### src/design/fpet_defines.vh
// constants for the flash program/erase timing block
`ifndef FPET_DEFINES_VH
`define FPET_DEFINES_VH

// ------------------------------------------------------------
// register indices on the cpu register port
// ------------------------------------------------------------
`define FPET_OFS_STATUS 4'h0
`define FPET_OFS_PSR 4'h1
`define FPET_OFS_START 4'h2
`define FPET_OFS_TRAN 4'h3
`define FPET_OFS_PROG 4'h4
`define FPET_OFS_PERASE 4'h5
`define FPET_OFS_MERASE 4'h6
`define FPET_OFS_END 4'h7
`define FPET_OFS_MEND 4'h8
`define FPET_OFS_RCV 4'h9
`define FPET_OFS_FUNC 4'hA
`define FPET_OFS_FUNC_MIR 4'hB
`define FPET_OFS_PROT 4'hC
`define FPET_OFS_PROT_MIR 4'hD
`define FPET_OFS_CODE 4'hE
`define FPET_OFS_CODE_MIR 4'hF

// ------------------------------------------------------------
// status field positions
// ------------------------------------------------------------
`define FPET_ST_ERASE_FAULT 0
`define FPET_ST_PROG_FAULT 1
`define FPET_ST_BUSY 2
`define FPET_ST_FULL 3
`define FPET_ST_LOSS 4

// ------------------------------------------------------------
// reset values of the reload registers
// ------------------------------------------------------------
`define FPET_RST_PSR 5'h04
`define FPET_RST_START 8'h18
`define FPET_RST_TRAN 8'h30
`define FPET_RST_PROG 8'h16
`define FPET_RST_PERASE 8'h04
`define FPET_RST_MERASE 8'hEA
`define FPET_RST_END 8'h18
`define FPET_RST_MEND 8'h3C
`define FPET_RST_RCV 8'h04

// ------------------------------------------------------------
// timing multipliers as shift counts, field positions, op kinds
// ------------------------------------------------------------
`define FPET_SH_ONE 4'h0
`define FPET_SH_PROG 4'h3
`define FPET_SH_ERASE 4'hC
`define FPET_SH_MEND 4'h3
`define FPET_FW_XCVR_BIT 0
`define FPET_BOOT_HI 3
`define FPET_BOOT_LO 0
`define FPET_OP_PROG 2'h0
`define FPET_OP_PAGE 2'h1
`define FPET_OP_MODULE 2'h2

`endif

### src/design/fpet_flash_timing.v
// flash program/erase timing, status and auto-read registers
//
// Function
// - status register reads all zero after reset
// - erase failure sets erase fault; write 1 clears, 0 ignored
// - program failure sets program fault; write 1 clears, 0 ignored
// - buffer overrun sets data loss flag; write 1 clears, 0 ignored
// - busy high during program or erase; new requests stall cpu
// - buffer full reads 1 when no request fits, else 0
// - with interrupt enable set, interrupt when buffer frees
// - timing tick is system clock divided by divisor plus one
// - start delay lasts start count plus one ticks
// - transition delay lasts transition count plus one ticks
// - program pulse lasts eight times program count plus one ticks
// - page erase pulse lasts 4096 times count plus one ticks
// - module erase pulse lasts 4096 times count plus one ticks
// - end delay lasts end count plus one ticks
// - module erase end lasts eight times count plus one ticks
// - recovery delay lasts recovery count plus one ticks
// - function word sampled at reset, readable twice via mirror
// - transceiver forced low power unless function word allows it
// - protection word sampled at reset, readable twice via mirror
// - code start: low nine and top three bits zero, middle inverted boot
// - code start value drives the boot branch displacement
// - interrupt enable low means no interrupt when buffer frees
`timescale 1ns/1ps
`default_nettype none
`include "fpet_defines.vh"

module fpet_flash_timing (
   input wire clk_sys,
   input wire srst,
   input wire reg_wr_en,
   input wire reg_rd_en,
   input wire [3:0] reg_addr,
   input wire [15:0] reg_wdata,
   output reg [15:0] reg_rdata_reg,
   input wire op_req,
   input wire [1:0] op_kind,
   input wire array_fail,
   input wire program_interrupt_enable,
   input wire [15:0] info_function_word,
   input wire [15:0] info_protection_word,
   input wire usb_ctrl_lowpower,
   output reg array_busy_flag_reg,
   output reg cpu_stall_reg,
   output reg prog_irq_reg,
   output reg array_prog_pulse_reg,
   output reg array_erase_pulse_reg,
   output reg array_module_sel_reg,
   output reg xcvr_lowpower_reg,
   output reg [15:0] boot_displacement_reg
);

   // ------------------------------------------------------------
   // sequencer states
   // ------------------------------------------------------------
   localparam [2:0] S_IDLE = 3'h0;
   localparam [2:0] S_START = 3'h1;
   localparam [2:0] S_TRAN = 3'h2;
   localparam [2:0] S_PULSE = 3'h3;
   localparam [2:0] S_END = 3'h4;
   localparam [2:0] S_RCV = 3'h5;

   // ------------------------------------------------------------
   // storage
   // ------------------------------------------------------------
   reg [4:0] prescale_divisor_reg;
   reg [7:0] start_delay_count_reg;
   reg [7:0] transition_count_reg;
   reg [7:0] program_pulse_count_reg;
   reg [7:0] page_erase_count_reg;
   reg [7:0] module_erase_count_reg;
   reg [7:0] end_delay_count_reg;
   reg [7:0] module_end_count_reg;
   reg [7:0] recovery_count_reg;
   reg [15:0] function_word_copy_reg;
   reg [15:0] protection_word_copy_reg;
   reg [15:0] code_area_start_reg;
   reg erase_fault_flag_reg;
   reg program_fault_flag_reg;
   reg overrun_loss_flag_reg;
   reg write_buffer_full_flag_reg;
   reg [1:0] buf_kind_reg;
   reg [1:0] op_kind_reg;
   reg [4:0] pre_cnt_reg;
   reg tick_reg;
   reg [2:0] state_reg;
   reg [2:0] state_next;
   reg [20:0] seq_cnt_reg;
   reg [20:0] seq_cnt_next;
   reg [15:0] rdata_next;
   wire [7:0] status_word;
   wire st_wr;
   wire seq_done;
   wire pulse_end;
   wire buf_pop;
   wire buf_push;
   wire is_module;

   // ticks minus one for a count field scaled by a power of two
   function [20:0] fpet_load;
      input [7:0] n;
      input [3:0] sh;
      begin
         fpet_load = (({13'h0000, n} + 21'h000001) << sh) - 21'h000001;
      end
   endfunction

   assign st_wr = reg_wr_en && (reg_addr == `FPET_OFS_STATUS);
   assign seq_done = tick_reg && (seq_cnt_reg == 21'h000000);
   assign pulse_end = seq_done && (state_reg == S_PULSE);
   assign buf_pop = (state_reg == S_IDLE) && write_buffer_full_flag_reg;
   assign buf_push = op_req && !write_buffer_full_flag_reg;
   assign is_module = (op_kind_reg == `FPET_OP_MODULE);

   assign status_word = {3'h0,
                         overrun_loss_flag_reg,
                         write_buffer_full_flag_reg,
                         array_busy_flag_reg,
                         program_fault_flag_reg,
                         erase_fault_flag_reg};

   // ------------------------------------------------------------
   // timing reload registers
   // ------------------------------------------------------------
   always @(posedge clk_sys) begin
      if (srst) begin
         prescale_divisor_reg <= `FPET_RST_PSR;
         start_delay_count_reg <= `FPET_RST_START;
         transition_count_reg <= `FPET_RST_TRAN;
         program_pulse_count_reg <= `FPET_RST_PROG;
         page_erase_count_reg <= `FPET_RST_PERASE;
         module_erase_count_reg <= `FPET_RST_MERASE;
         end_delay_count_reg <= `FPET_RST_END;
         module_end_count_reg <= `FPET_RST_MEND;
         recovery_count_reg <= `FPET_RST_RCV;
      end else if (reg_wr_en) begin
         case (reg_addr)
            `FPET_OFS_PSR: prescale_divisor_reg <= reg_wdata[4:0];
            `FPET_OFS_START: start_delay_count_reg <= reg_wdata[7:0];
            `FPET_OFS_TRAN: transition_count_reg <= reg_wdata[7:0];
            `FPET_OFS_PROG: program_pulse_count_reg <= reg_wdata[7:0];
            `FPET_OFS_PERASE: page_erase_count_reg <= reg_wdata[7:0];
            `FPET_OFS_MERASE: module_erase_count_reg <= reg_wdata[7:0];
            `FPET_OFS_END: end_delay_count_reg <= reg_wdata[7:0];
            `FPET_OFS_MEND: module_end_count_reg <= reg_wdata[7:0];
            `FPET_OFS_RCV: recovery_count_reg <= reg_wdata[7:0];
            default: begin
            end
         endcase
      end
   end

   // ------------------------------------------------------------
   // words sampled while reset is held
   // ------------------------------------------------------------
   always @(posedge clk_sys) begin
      if (srst) begin
         function_word_copy_reg <= info_function_word;
         protection_word_copy_reg <= info_protection_word;
         code_area_start_reg <= {3'h0,
            ~info_protection_word[`FPET_BOOT_HI:`FPET_BOOT_LO],
            9'h000};
      end
   end

   always @(posedge clk_sys) begin
      if (srst) begin
         xcvr_lowpower_reg <= 1'b1;
         boot_displacement_reg <= 16'h0000;
      end else begin
         xcvr_lowpower_reg <= ~function_word_copy_reg[`FPET_FW_XCVR_BIT]
                              | usb_ctrl_lowpower;
         boot_displacement_reg <= code_area_start_reg;
      end
   end

   // ------------------------------------------------------------
   // prescaler
   // ------------------------------------------------------------
   always @(posedge clk_sys) begin
      if (srst) begin
         pre_cnt_reg <= 5'h00;
         tick_reg <= 1'b0;
      end else if (pre_cnt_reg >= prescale_divisor_reg) begin
         pre_cnt_reg <= 5'h00;
         tick_reg <= 1'b1;
      end else begin
         pre_cnt_reg <= pre_cnt_reg + 5'h01;
         tick_reg <= 1'b0;
      end
   end

   // ------------------------------------------------------------
   // request buffer and status flags
   // ------------------------------------------------------------
   always @(posedge clk_sys) begin
      if (srst) begin
         write_buffer_full_flag_reg <= 1'b0;
         buf_kind_reg <= `FPET_OP_PROG;
         erase_fault_flag_reg <= 1'b0;
         program_fault_flag_reg <= 1'b0;
         overrun_loss_flag_reg <= 1'b0;
         prog_irq_reg <= 1'b0;
      end else begin
         if (buf_push) begin
            write_buffer_full_flag_reg <= 1'b1;
            buf_kind_reg <= op_kind;
         end else if (buf_pop) begin
            write_buffer_full_flag_reg <= 1'b0;
         end
         // set wins over a clear written in the same cycle
         if (pulse_end && array_fail && !is_module
             && (op_kind_reg != `FPET_OP_PROG)) begin
            erase_fault_flag_reg <= 1'b1;
         end else if (pulse_end && array_fail && is_module) begin
            erase_fault_flag_reg <= 1'b1;
         end else if (st_wr && reg_wdata[`FPET_ST_ERASE_FAULT]) begin
            erase_fault_flag_reg <= 1'b0;
         end
         if (pulse_end && array_fail
             && (op_kind_reg == `FPET_OP_PROG)) begin
            program_fault_flag_reg <= 1'b1;
         end else if (st_wr && reg_wdata[`FPET_ST_PROG_FAULT]) begin
            program_fault_flag_reg <= 1'b0;
         end
         if (op_req && write_buffer_full_flag_reg) begin
            overrun_loss_flag_reg <= 1'b1;
         end else if (st_wr && reg_wdata[`FPET_ST_LOSS]) begin
            overrun_loss_flag_reg <= 1'b0;
         end
         prog_irq_reg <= buf_pop && program_interrupt_enable;
      end
   end

   // ------------------------------------------------------------
   // sequencer
   // ------------------------------------------------------------
   always @* begin
      state_next = state_reg;
      seq_cnt_next = seq_cnt_reg;
      if (tick_reg && (seq_cnt_reg != 21'h000000)) begin
         seq_cnt_next = seq_cnt_reg - 21'h000001;
      end
      case (state_reg)
         S_IDLE: begin
            if (buf_pop) begin
               state_next = S_START;
               seq_cnt_next = fpet_load(start_delay_count_reg,
                                        `FPET_SH_ONE);
            end
         end
         S_START: begin
            if (seq_done) begin
               state_next = S_TRAN;
               seq_cnt_next = fpet_load(transition_count_reg,
                                        `FPET_SH_ONE);
            end
         end
         S_TRAN: begin
            if (seq_done) begin
               state_next = S_PULSE;
               if (op_kind_reg == `FPET_OP_PROG) begin
                  seq_cnt_next = fpet_load(program_pulse_count_reg,
                                           `FPET_SH_PROG);
               end else if (is_module) begin
                  seq_cnt_next = fpet_load(module_erase_count_reg,
                                           `FPET_SH_ERASE);
               end else begin
                  seq_cnt_next = fpet_load(page_erase_count_reg,
                                           `FPET_SH_ERASE);
               end
            end
         end
         S_PULSE: begin
            if (seq_done) begin
               state_next = S_END;
               if (is_module) begin
                  seq_cnt_next = fpet_load(module_end_count_reg,
                                           `FPET_SH_MEND);
               end else begin
                  seq_cnt_next = fpet_load(end_delay_count_reg,
                                           `FPET_SH_ONE);
               end
            end
         end
         S_END: begin
            if (seq_done) begin
               state_next = S_RCV;
               seq_cnt_next = fpet_load(recovery_count_reg,
                                        `FPET_SH_ONE);
            end
         end
         S_RCV: begin
            if (seq_done) begin
               state_next = S_IDLE;
            end
         end
         default: begin
            state_next = S_IDLE;
            seq_cnt_next = 21'h000000;
         end
      endcase
   end

   always @(posedge clk_sys) begin
      if (srst) begin
         state_reg <= S_IDLE;
         seq_cnt_reg <= 21'h000000;
         op_kind_reg <= `FPET_OP_PROG;
         array_busy_flag_reg <= 1'b0;
         cpu_stall_reg <= 1'b0;
         array_prog_pulse_reg <= 1'b0;
         array_erase_pulse_reg <= 1'b0;
         array_module_sel_reg <= 1'b0;
      end else begin
         state_reg <= state_next;
         seq_cnt_reg <= seq_cnt_next;
         if (buf_pop) begin
            op_kind_reg <= buf_kind_reg;
         end
         array_busy_flag_reg <= (state_next != S_IDLE);
         if (state_next == S_IDLE) begin
            cpu_stall_reg <= 1'b0;
         end else if (op_req && array_busy_flag_reg) begin
            cpu_stall_reg <= 1'b1;
         end
         array_prog_pulse_reg <= (state_next == S_PULSE)
                                 && (op_kind_reg == `FPET_OP_PROG);
         array_erase_pulse_reg <= (state_next == S_PULSE)
                                  && (op_kind_reg != `FPET_OP_PROG);
         // a popped request's kind reaches op_kind_reg only at this edge
         array_module_sel_reg <= (state_next != S_IDLE) && (buf_pop
            ? (buf_kind_reg == `FPET_OP_MODULE) : is_module);
      end
   end

   // ------------------------------------------------------------
   // register read port
   // ------------------------------------------------------------
   always @* begin
      case (reg_addr)
         `FPET_OFS_STATUS: rdata_next = {8'h00, status_word};
         `FPET_OFS_PSR: rdata_next = {11'h000, prescale_divisor_reg};
         `FPET_OFS_START: rdata_next = {8'h00, start_delay_count_reg};
         `FPET_OFS_TRAN: rdata_next = {8'h00, transition_count_reg};
         `FPET_OFS_PROG: rdata_next = {8'h00, program_pulse_count_reg};
         `FPET_OFS_PERASE: rdata_next = {8'h00, page_erase_count_reg};
         `FPET_OFS_MERASE: rdata_next = {8'h00, module_erase_count_reg};
         `FPET_OFS_END: rdata_next = {8'h00, end_delay_count_reg};
         `FPET_OFS_MEND: rdata_next = {8'h00, module_end_count_reg};
         `FPET_OFS_RCV: rdata_next = {8'h00, recovery_count_reg};
         `FPET_OFS_FUNC: rdata_next = function_word_copy_reg;
         `FPET_OFS_FUNC_MIR: rdata_next = function_word_copy_reg;
         `FPET_OFS_PROT: rdata_next = protection_word_copy_reg;
         `FPET_OFS_PROT_MIR: rdata_next = protection_word_copy_reg;
         `FPET_OFS_CODE: rdata_next = code_area_start_reg;
         `FPET_OFS_CODE_MIR: rdata_next = code_area_start_reg;
         default: rdata_next = 16'h0000;
      endcase
   end

   always @(posedge clk_sys) begin
      if (srst) begin
         reg_rdata_reg <= 16'h0000;
      end else if (reg_rd_en) begin
         reg_rdata_reg <= rdata_next;
      end
   end

endmodule
`default_nettype wire

### config.mk
export PLATFORM = sky130hd
export DESIGN_NAME = fpet_flash_timing
export DESIGN_NICKNAME = d
export VERILOG_FILES = /design/src/design/fpet_flash_timing.v
export VERILOG_INCLUDE_DIRS = /design/src /design/src/design
export SDC_FILE = /design/constraint.sdc
export NUM_CORES = 1
export LEC_CHECK = 0
export ABC_AREA = 0
export BUFFER_PORTS_ARGS = -buffer_cell sky130_fd_sc_hd__buf_2
export CORE_ASPECT_RATIO = 0.8
export CORE_MARGIN = 2
export CORE_UTILIZATION = 34
export DETAILED_ROUTE_END_ITERATION = 12
export GPL_TIMING_DRIVEN = 0
export PLACE_DENSITY = 0.49
export SLEW_MARGIN = 20
export SYNTH_ARGS = -nofsm -noshare
export SYNTH_HDL_FRONTEND = slang
export SYNTH_SLANG_ARGS = --single-unit
export TNS_END_PERCENT = 5
### constraint.sdc
create_clock -name clk_sys -period 6.17 [get_ports clk_sys]
set_input_delay 0.3085 -clock clk_sys [delete_from_list [all_inputs] [get_ports clk_sys]]
set_output_delay 0.3085 -clock clk_sys [all_outputs]
set_load 0.03 [all_outputs]
==> results of run 1 <==
==> synth_stat cells (all sizes together), types with 8 or more instances <==
cell | count | area (um2)
dfxtp | 134 | 2683
a22oi | 20 | 150.1
ha | 14 | 175.2
nand3 | 51 | 255.2
o211ai | 13 | 97.59
nor3 | 38 | 190.2
mux2 | 8 | 90.09
xnor2 | 25 | 219.0
mux2i | 46 | 460.4
inv | 30 | 112.6
or3 | 11 | 73.82
a21oi | 88 | 444.2
buf | 25 | 146.4
o21ai | 49 | 245.2
nor2b | 28 | 175.2
a21o | 9 | 67.56
clkbuf | 78 | 292.8
nand2 | 118 | 442.9
and3 | 17 | 106.4
a31oi | 18 | 112.6
nand4 | 10 | 62.56
xor2 | 32 | 280.3
edfxtp | 36 | 1081
nor2 | 121 | 454.2
a22o | 14 | 122.6
nand2b | 20 | 125.1
==> metal layers <==
metal  global-route usage, %  share of wire [%]
met5                       0                  0
met4                   5.852                1.4
met3                   6.649                9.5
met2                   34.16                 40
met1                   39.54                 49
==> how the worst max path moves through the flow <==
stage                            to
floorplan           seq_cnt_reg[17]
global placement           tick_reg
detailed placement         tick_reg
CTS                 seq_cnt_reg[20]
global route        seq_cnt_reg[20]
finish              seq_cnt_reg[20]
==> metrics by stage <==
stage | cell area (um2) | power, uW
after floorplan | 9699 | 1456
after global placement | 10520 | 1591
after detailed placement | 10520 | 1592
after CTS | 11080 | 2665
after global routing | 11080 | 2748
final | 11080 | 2649
==> area by class of cell <==
| class | count | area [um2] | share of cell area [%] |
|---|---|---|---|
| inverters | 30 | 112.6 | 1.016 |
| well taps | 370 | 462.9 | 4.177 |
| flip-flops and latches | 170 | 3764 | 33.96 |
| repair buffers | 72 | 360.3 | 3.252 |
| clock inverters | 13 | 130.1 | 1.174 |
| multi-input cells | 882 | 5384 | 48.58 |
| clock buffers | 18 | 429.2 | 3.873 |
| plain buffers | 103 | 439.2 | 3.963 |
==> report_power, final <==
part	switching [uW]	internal, uW	total, uW
clock network	510	564	1070
registers	28.3	1180	1210
logic	250	117	366
total	788	1860	2650
==> kinds of logic after synthesis <==
group / Yosys count / synth area share, %
AND/OR/NAND/NOR: 457 / 22.83
AO/OA/AOI/OAI: 287 / 19.54
flip-flops: 170 / 38.97
buffers and inverters: 133 / 5.713
XOR/XNOR: 57 / 5.169
multiplexers: 55 / 5.933
adder cells (fa/ha/maj): 14 / 1.814
other: 1 / 0.03883
==> worst max-delay path, delay by kind of cell, from the launching register on <==
| kind | cells | cell delay [ns] |
|---|---|---|
| flip-flops | 1 | 0.33 |
| AND/OR/NAND/NOR | 3 | 0.64 |
| AO/OA/AOI/OAI | 3 | 1.34 |
| multiplexers | 1 | 0.37 |
| buffers and inverters | 1 | 0.47 |
==> metrics.yaml, run 1 <==
run_status:
  status: "finished, final reports clean"
sta:
  drv_slew: 0
  fin_ws_ns: 2.937
  final-hold-violation-count: 0
  max_freq_mhz: 309.3
  setup_viol: 0
  holdWs_ns: 0.03450
  finalCritPeriodShare_pct: 52.40
  layout_min_cycle_time_ns: 3.233
  maxSlewHeadroom_pct: 29.85
  fin_tns_setup_ns: 0
  rsz0062_at_grt: "false"
  fin_skew_ns: 0.009709
  worstMarginPinSlew_ns: 1.052
cts:
  cts_resized: 0
  path_clk_slew_ns: 0.07
  hold_buffers: 0
  cts_tree: "built"
  ctsHtreeMaxLevel: 4
  post_cts_buffers: 0
  clock_path_buffers: 2
  numClockSinks: 170
  cts_buffers: 17
  cts_root_buffer: "clkbuf_16"
  insertion_delay_ns: 0.45
grt:
  grt_max_degree: 38
  grt_usage_pct: 25.39
  grt_first_pass_wirelength_mm: 55.32
  grt_pass1_vias: 8760
  antenna_found_initial: 0
  grt_overflow: 0
routing:
  vias_per_cell: 5.671
  drtPass1Iterations: 5
  drt-initial-drc-count: 926
  wl_mm: 37.23
  drcViolationCount: 0
  wl_per_cell_um: 22.46
  num_vias: 9402
  drtAntennaViolNets: 0
worst_setup_path:
  critPathMaxStageDelay_ns: 0.83
  worst-path-max-fanout: 10
  reg2reg_depth: 8
  r2r-end: "seq_cnt_reg[20]"
  cp.required_ns: 6.53
  cp_data_arrival_time_ns: 3.59
  cp_cell_sequence: "clkbuf_1, and3_1, and3_1, mux2_2, o31ai_2, o211a_1, nor3_1, o31ai_1"
  slowest_stage: "o31ai_2"
  critPathMostFrequentCell: "and3_1"
  r2r_slack_ns: 2.94
  crit_path_end_kind: "register"
  worstSetupPathType: "reg -> reg"
  crit_start: "program_pulse_count_reg[2]"
  critPathLaunchType: "register"
  r2r_start: "program_pulse_count_reg[2]"
finish:
  layout_commonest_cell: "dfxtp_1"
  final_cells: 1658
  diodes: 0
  largest_reg_flops: 21
  utilization_pct: 39.47
  fin_nets: 1352
  drive_above_1_share_pct: 11.02
  final_cell_mix: "dfxtp_1 (134), nor2_1 (121), nand2_1 (118), a21oi_1 (87), clkbuf_1 (79)"
  nFillCells: 2952
  area_growth_pct: 14.74
synth:
  synth-edff-count: 36
  synth-seq-cells: 170
  synth_async_sr_flop_share_pct: 0
  synth_cell_types: 79
  synthCells: 1174
  dominantRegCellSynth: "dfxtp_1"
  syn_avg_cell_area_um2: 8.227
  mappedNetlistArea_um2: 9658
  ys_warn_count: 0
  ys_seq_area_share_pct: 38.97
placed_design:
  port_buffers: 72
  dp_slack_ns: 2.662
  dpl.cell_count: 1627
  routabilityCongestion: 0.9762
  hpwl_mm: 28.10
floorplan:
  io_pins: 101
  start_util_pct: 34.40
  fp.coreArea_um2: 28080
  die_y_um: 154.7
  die_area_um2: 29780
  dieWidth_um: 192.4
  num_rows: 55
pwr:
  leakagePower_uw: 0.004315
  power_density_nw_per_um2: 239.1
  peakVddDrop_mv: 0.2054
worst_hold_path:
  min_to: "protection_word_copy_reg[8]"
  hold_depth: 1
  min_path_type: "in -> reg"
  min_from: "info_protection_word[8]"
job:
  drv_cap: 0
(Power assumes the default switching activity.)
==> run 2: changes to the inputs <==
- ABC_AREA: 0 -> 1
- clock period: 6.17 -> 3 ns (I/O delays scaled with it)
==> run 2 against run 1 <==
- power is 110% higher
- register-to-register slack worse by 2.5 ns
- critical path depth is 2 higher
- sequential share of layout area rose by 0.25 points
- clock skew increased by 0.0031 ns
- clock-buffer cell count increased by 1
- sequential power grew 110%
- flip-flop and latch count unchanged
==> metrics.yaml, run 2 <==
floorplan:
  num_rows: 53  # -3.6%
  io_pins: 101  # unchanged
  die_area_um2: 28370  # -4.7%
  dieWidth_um: 187.8  # -2.4%
  die_y_um: 151.1  # -2.4%
  fp.coreArea_um2: 26390  # -6.0%
  start_util_pct: 34.83  # +0.43 points
worst_setup_path:
  critPathMaxStageDelay_ns: 0.46  # -0.37 ns
  worst-path-max-fanout: 10  # unchanged
  slowest_stage: "a21oi_1"
  cp_cell_sequence: "nor2_2, inv_2, nor2_1, nand2_1, a21oi_1, o221ai_1, nand2_1, o21ai_0, nor2_1, nor2_1"
  crit_path_end_kind: "register"
  critPathLaunchType: "register"
  worstSetupPathType: "reg -> reg"
  worst-path-buf-inv: 1  # unchanged
  critical_path.top_delay_family: "simple AND/OR/NAND/NOR gates"
  critPathMostFrequentCell: "nor2_1"
  crit_cells: 10  # +2
  cp_data_arrival_time_ns: 2.82  # -0.77 ns
  reg2reg_depth: 10  # +2
  cp.required_ns: 3.30  # -3.23 ns
routing:
  drt-initial-drc-count: 902  # -2.6%
  drcViolationCount: 0  # unchanged
  top_layer: "met4"
  wl_met3_mm: 1.949  # -45%
  drtAntennaViolNets: 0  # unchanged
  wl_met1_mm: 17.31  # -4.9%
  wl_per_cell_um: 18.21  # -19%
  drtPass1Iterations: 6  # +1
  vias_per_cell: 5.042  # -11%
  num_vias: 8944  # -4.9%
  wl_mm: 32.30  # -13%
  dr_wl_met2_mm: 12.63  # -16%
synth:
  synth-seq-cells: 170  # unchanged
  ys_top_cells_by_count: "nand2_1 (256), inv_1 (144), nor2_1 (136)"
  synth_async_sr_flop_share_pct: 0  # unchanged
  synth_cell_types: 50  # -37%
  ys_warn_count: 0  # unchanged
  mappedNetlistArea_um2: 9191  # -4.8%
  dominantRegCellSynth: "dfxtp_1"
  yosysTopAreaCell: "dfxtp_1"
  synth.most_common_cell: "nand2_1"
  synthCells: 1263  # +7.6%
  syn_avg_cell_area_um2: 7.277  # -12%
  synth-edff-count: 36  # unchanged
  synth_top_area_share_pct: 29.19  # +1.4 points
  synth_area_leaders: "dfxtp_1 (29%), edfxtp_1 (12%), nand2_1 (10%), a21oi_1 (6.0%), inv_1 (5.9%)"
  ys_seq_area_share_pct: 40.95  # +2.0 points
grt:
  grt_overflow: 0  # unchanged
  grt_first_pass_wirelength_mm: 48.62  # -12%
  grt_usage_pct: 22.91  # -2.5 points
  grt_max_degree: 38  # unchanged
  grt_pass1_vias: 8175  # -6.7%
  antenna_found_initial: 0  # unchanged
cts:
  numClockSinks: 170  # unchanged
  cts_tree: "built"
  insertion_delay_ns: 0.44  # about the same
  cts_root_buffer: "clkbuf_16"
  cts_resized: 0  # unchanged
  cts_buffers: 17  # unchanged
  ctsHtreeMaxLevel: 4  # unchanged
  clock_path_buffers: 2  # unchanged
  post_cts_buffers: 0  # unchanged
  path_clk_slew_ns: 0.07  # about the same
sta:
  fin_tns_setup_ns: 0  # unchanged
  drv_slew: 0  # unchanged
  final-hold-violation-count: 0  # unchanged
  fin_ws_ns: 0.4758  # -2.461 ns
  finalCritPeriodShare_pct: 84.14  # +32 points
  holdWs_ns: 0.02461  # -0.009883 ns
  worstMarginPinSlew_ns: 0.8856  # -0.1667 ns
  max_freq_mhz: 396.2  # +28%
  maxSlewHeadroom_pct: 40.96  # +11 points
  setup_viol: 0  # unchanged
  layout_min_cycle_time_ns: 2.524  # -0.7089 ns
  fin_skew_ns: 0.01286  # +0.003147 ns
  rsz0062_at_grt: "false"
placed_design:
  dp_slack_ns: 0.2893  # -2.373 ns
  dpl.cell_count: 1706  # +4.9%
  port_buffers: 75  # +4.2%
  hpwl_mm: 25.07  # -11%
  routabilityCongestion: 0.8995  # -7.9%
  dpl_cell_area_um2: 10050  # -4.4%
finish:
  drive_above_1_share_pct: 12.91  # +1.9 points
  layout_commonest_cell: "nand2_1"
  fin_nets: 1480  # +9.5%
  area_growth_pct: 19.68
  diodes: 0  # unchanged
  final_cells: 1774  # +7.0%
  design_area_um2: 11000  # -0.73%
  final_cell_mix: "nand2_1 (256), inv_1 (144), nor2_1 (136), dfxtp_1 (134), a21oi_1 (111)"
  largest_reg_flops: 21  # unchanged
pwr:
  power_density_nw_per_um2: 507.8  # +110%
  leakagePower_uw: 0.004703  # +9.0%
  peakVddDrop_mv: 0.4097  # +99%
worst_hold_path:
  hold_depth: 4  # +3
  min_path_type: "in -> reg"
run_status:
  status: "finished, final reports clean"
job:
  drv_cap: 0  # unchanged
==> run 2: path summary, 6_finish.rpt <==
check / from / slack (ns) / endpoint
setup / recovery: op_kind_reg[1] / 0.48 / seq_cnt_reg[4]
hold / removal: reg_rd_en / 0.02 / reg_rdata_reg[5]
setup reg to reg: op_kind_reg[1] / 0.48 / seq_cnt_reg[4]
hold reg to reg: reg_rdata_reg[5] / 0.46 / reg_rdata_reg[5]
==> run 2: stage by stage <==
stage               utilization, %  power [uW]
floorplan                        -        3053
global placement             38.10        3337
detailed placement           38.10        3338
CTS                          41.68        5615
global route                 41.68        5804
finish                       41.68        5586
==> run 2: cell families after synthesis <==
group	count (synthesis)	share of synthesized area, %
buffers and inverters	204	9.325
other	1	0.04080
DFF	170	40.95
adders and majority gates	14	1.906
xor gates and xnor gates	31	3.117
and+or+nand+nor	536	25.70
AOI/OAI and AO/OA	307	18.96
==> run 2: cell type report <==
cell class | count | area, um2
Inverter | 157 | 590.6
Fill cell | 2824 | 15390
Sequential cell | 170 | 3764
Timing Repair Buffer | 111 | 735.7
Buffer | 47 | 266.5
Tap cell | 357 | 446.7
Multi-Input combinational cell | 900 | 4612
Clock buffer | 19 | 442.9
Clock inverter | 13 | 142.6
==> run 2: power by group <==
part	total (uW)	switching (uW)	internal, uW
clock	2250	994	1260
sequential	2510	71.1	2440
combinational	824	558	266
total	5590	1620	3960
==> run 2: worst reg2reg max path, cell delays in order, from the launching register on <==
cell	delay, ns
dfxtp_1	0.34
nor2_2	0.44
inv_2	0.23
nor2_1	0.14
nand2_1	0.06
a21oi_1	0.46
o221ai_1	0.31
nand2_1	0.13
o21ai_0	0.13
nor2_1	0.11
nor2_1	0.04
==> run 2: what timing repair did <==
action,4_1_cts,5_1_grt
hold endpoints to repair,40,0
setup endpoints to repair,0,0
hold buffers,36,0
==> run 2: metal layers <==
metal	vias up	GRT usage (%)
met4	0	5.197
met5	-	0
met3	25	4.055
li1	4478	-
met2	281	31.74
met1	4160	36.11
==> run 3: changes to the inputs <==
- ABC_AREA: 1 -> 0
- clock period: 3 -> 2.4 ns (I/O delays scaled with it)
==> run 3 against run 2 <==
- the run now ends with negative setup slack left
- global-route usage up 2.6 points
- worst hold slack worse by 0.012 ns
- clock-buffer cell count down 2
- non-clock buffer count up 60
- cell count down 4.1%
- cell area up 7.2%
- utilization up 0.33 points
- die area up 5.0%
- critical path type unchanged
==> metrics.yaml, run 3 (synthesized netlist as in run 1, its figures left out) <==
sta:
  fin_ws_ns: -0.2161  # -0.6919 ns
  fin_skew_ns: 0.01359  # +0.0007327 ns
  max_freq_mhz: 382.2  # -3.5%
  setup_viol: 18  # +18
  layout_min_cycle_time_ns: 2.616  # +0.09188 ns
  fin_tns_setup_ns: -1.479  # -1.479 ns
  drv_slew: 0  # unchanged
  worstMarginPinSlew_ns: 1.121  # +0.2351 ns
  rsz0062_at_grt: "true"
  maxSlewHeadroom_pct: 25.28  # -16 points
  finalCritPeriodShare_pct: 109.0  # +25 points
  final-hold-violation-count: 0  # unchanged
cts:
  ctsHtreeMaxLevel: 4  # unchanged
  clock_path_buffers: 2  # unchanged
  cts_root_buffer: "clkbuf_16"
  path_clk_slew_ns: 0.07  # about the same
  numClockSinks: 170  # unchanged
  cts_tree: "built"
  insertion_delay_ns: 0.45  # about the same
  cts_buffers: 17  # unchanged
worst_setup_path:
  cp.required_ns: 2.77  # -0.53 ns
  critPathMaxStageDelay_ns: 0.51  # +0.05 ns
  critPathLaunchType: "register"
  crit_path_end_kind: "register"
  cp_cell_sequence: "or3_4, or3_4, or4_4, or4_4, a21oi_4, nand2_1, a31oi_1"
  cp_data_arrival_time_ns: 2.99  # +0.17 ns
  worstSetupPathType: "reg -> reg"
  worst-path-max-fanout: 4  # -6
  slowest_stage: "or4_4"
finish:
  multi_input_area_um2: 5595  # +21%
  layout_commonest_cell: "dfxtp_1"
  seq_area_um2: 3775  # +0.30%
  drive_above_1_share_pct: 15.47  # +2.6 points
  utilization_pct: 42.01  # +0.33 points
  fin_nets: 1395  # -5.7%
  nFillCells: 2914  # +3.2%
  final_cells: 1702  # -4.1%
  area_growth_pct: 22.13
  diodes: 0  # unchanged
  final_cell_mix: "dfxtp_1 (125), nor2_1 (119), nand2_1 (117), a21oi_1 (86), buf_2 (74)"
  largest_reg_flops: 21  # unchanged
routing:
  drcViolationCount: 0  # unchanged
  drtPass1Iterations: 5  # -1
  wl_per_cell_um: 22.02  # +21%
  vias_per_cell: 5.622  # +12%
  wl_mm: 37.48  # +16%
  drtAntennaViolNets: 0  # unchanged
  num_vias: 9569  # +7.0%
  drt-initial-drc-count: 944  # +4.7%
floorplan:
  die_y_um: 154.7  # +2.4%
  start_util_pct: 34.40  # -0.43 points
  die_area_um2: 29780  # +5.0%
  dieWidth_um: 192.4  # +2.5%
  io_pins: 101  # unchanged
  fp.coreArea_um2: 28080  # +6.4%
  num_rows: 55  # +3.8%
run_status:
  status: "finished with violations"
  violations: "negative setup slack"
pwr:
  p_sw_share_pct: 29.95  # +0.90 points
  p_clk_share_pct: 39.9  # -0.4 points
  pwr-share-comb_pct: 15.4  # +0.7 points
  leakagePower_uw: 0.004623  # -1.7%
  power.switching_uw: 2085  # +29%
  power_density_nw_per_um2: 590.3  # +16%
  pwr-share-seq_pct: 44.7  # -0.3 points
  intPower_uw: 4878  # +23%
  p_total_uw: 6963  # +25%
  peakVddDrop_mv: 0.5772  # +41%
placed_design:
  hpwl_mm: 28.06  # +12%
  routabilityCongestion: 0.9889  # +9.9%
  dp_slack_ns: -0.7444  # -1.034 ns
  port_buffers: 72  # -4.0%
  dpl.cell_count: 1627  # -4.6%
grt:
  grt_usage_pct: 25.48  # +2.6 points
  antenna_found_initial: 0  # unchanged
  grt_first_pass_wirelength_mm: 55.90  # +15%
  grt_max_degree: 38  # unchanged
  grt_overflow: 0  # unchanged
  grt_pass1_vias: 8911  # +9.0%
worst_hold_path:
  min_path_type: "in -> reg"
job:
  drv_cap: 0  # unchanged
## run 3: cell types whose count changed in the layout (fill, tap and decap cells not counted), moves of 17 or more
cell | before | now
a21oi_1 | 111 | 86
a22oi_1 | 1 | 20
clkbuf_1 | 24 | 63
inv_1 | 144 | 30
mux2i_1 | 0 | 46
nand2_1 | 256 | 117
nand2b_1 | 0 | 19
nand3_1 | 72 | 51
nor2_1 | 136 | 119
nor2b_1 | 0 | 28
nor3_1 | 6 | 36
o21ai_0 | 99 | 46
o22ai_1 | 23 | 6
## run 3: metal layers
layer / up-vias / global-route usage, % / part of all wire (%)
met5: - / 0 / 0
met4: 0 / 6.107 / 1.4
met3: 42 / 6.989 / 9.4
met2: 397 / 35.32 / 41
met1: 4652 / 38.54 / 48
li1: 4478 / - / -
## run 3: area by class of cell
cell class                      count  area share, %
Timing Repair Buffer              119          7.044
Sequential cell                   170          32.00
Multi-Input combinational cell    882          47.44
Clock inverter                     15          1.188
Tap cell                          370          3.925
Clock buffer                       17          3.607
Buffer                             99          3.840
Inverter                           30         0.9547
## run 3: final timing paths
| path | cells past startpoint | startpoint | end | slack [ns] |
|---|---|---|---|---|
| max | 7 | seq_cnt_reg[6] | seq_cnt_reg[17] | -0.22 |
| min | 3 | op_req | write_buffer_full_flag_reg | 0.01 |
| max reg2reg | 7 | seq_cnt_reg[6] | seq_cnt_reg[17] | -0.22 |
| min reg2reg | 2 | program_fault_flag_reg | program_fault_flag_reg | 0.46 |
## run 3: power by group through the flow
stage	sequential [uW]	combinational [uW]	clock (uW)
floorplan	3190	562	0
global placement	3170	930	0
detailed placement	3180	929	0
CTS	3110	1030	2830
global route	3130	1150	2930
finish	3110	1070	2780
## run 3: worst max-delay path, delay by kind of cell, from the launching register on
kind	cells	cell delay [ns]
and+or+nand+nor	5	1.89
DFF	1	0.34
AOI/OAI and AO/OA	2	0.31
## run 3: metrics by stage
stage / hold slack [ns] / cell area, um2
after floorplan: 0.2189 / 9717
after global placement: 0.2977 / 10540
after detailed placement: 0.2981 / 10540
after CTS: 0.0008759 / 11650
after global routing: 0.02637 / 11800
final: 0.01304 / 11800
## run 3: timing repair
action,CTS,global route
hold buffers,36,0
pin swaps,6,5
gates resized for setup,33,45
endpoints found under the setup margin,49,57
hold endpoints to repair,40,0
setup buffers,9,2
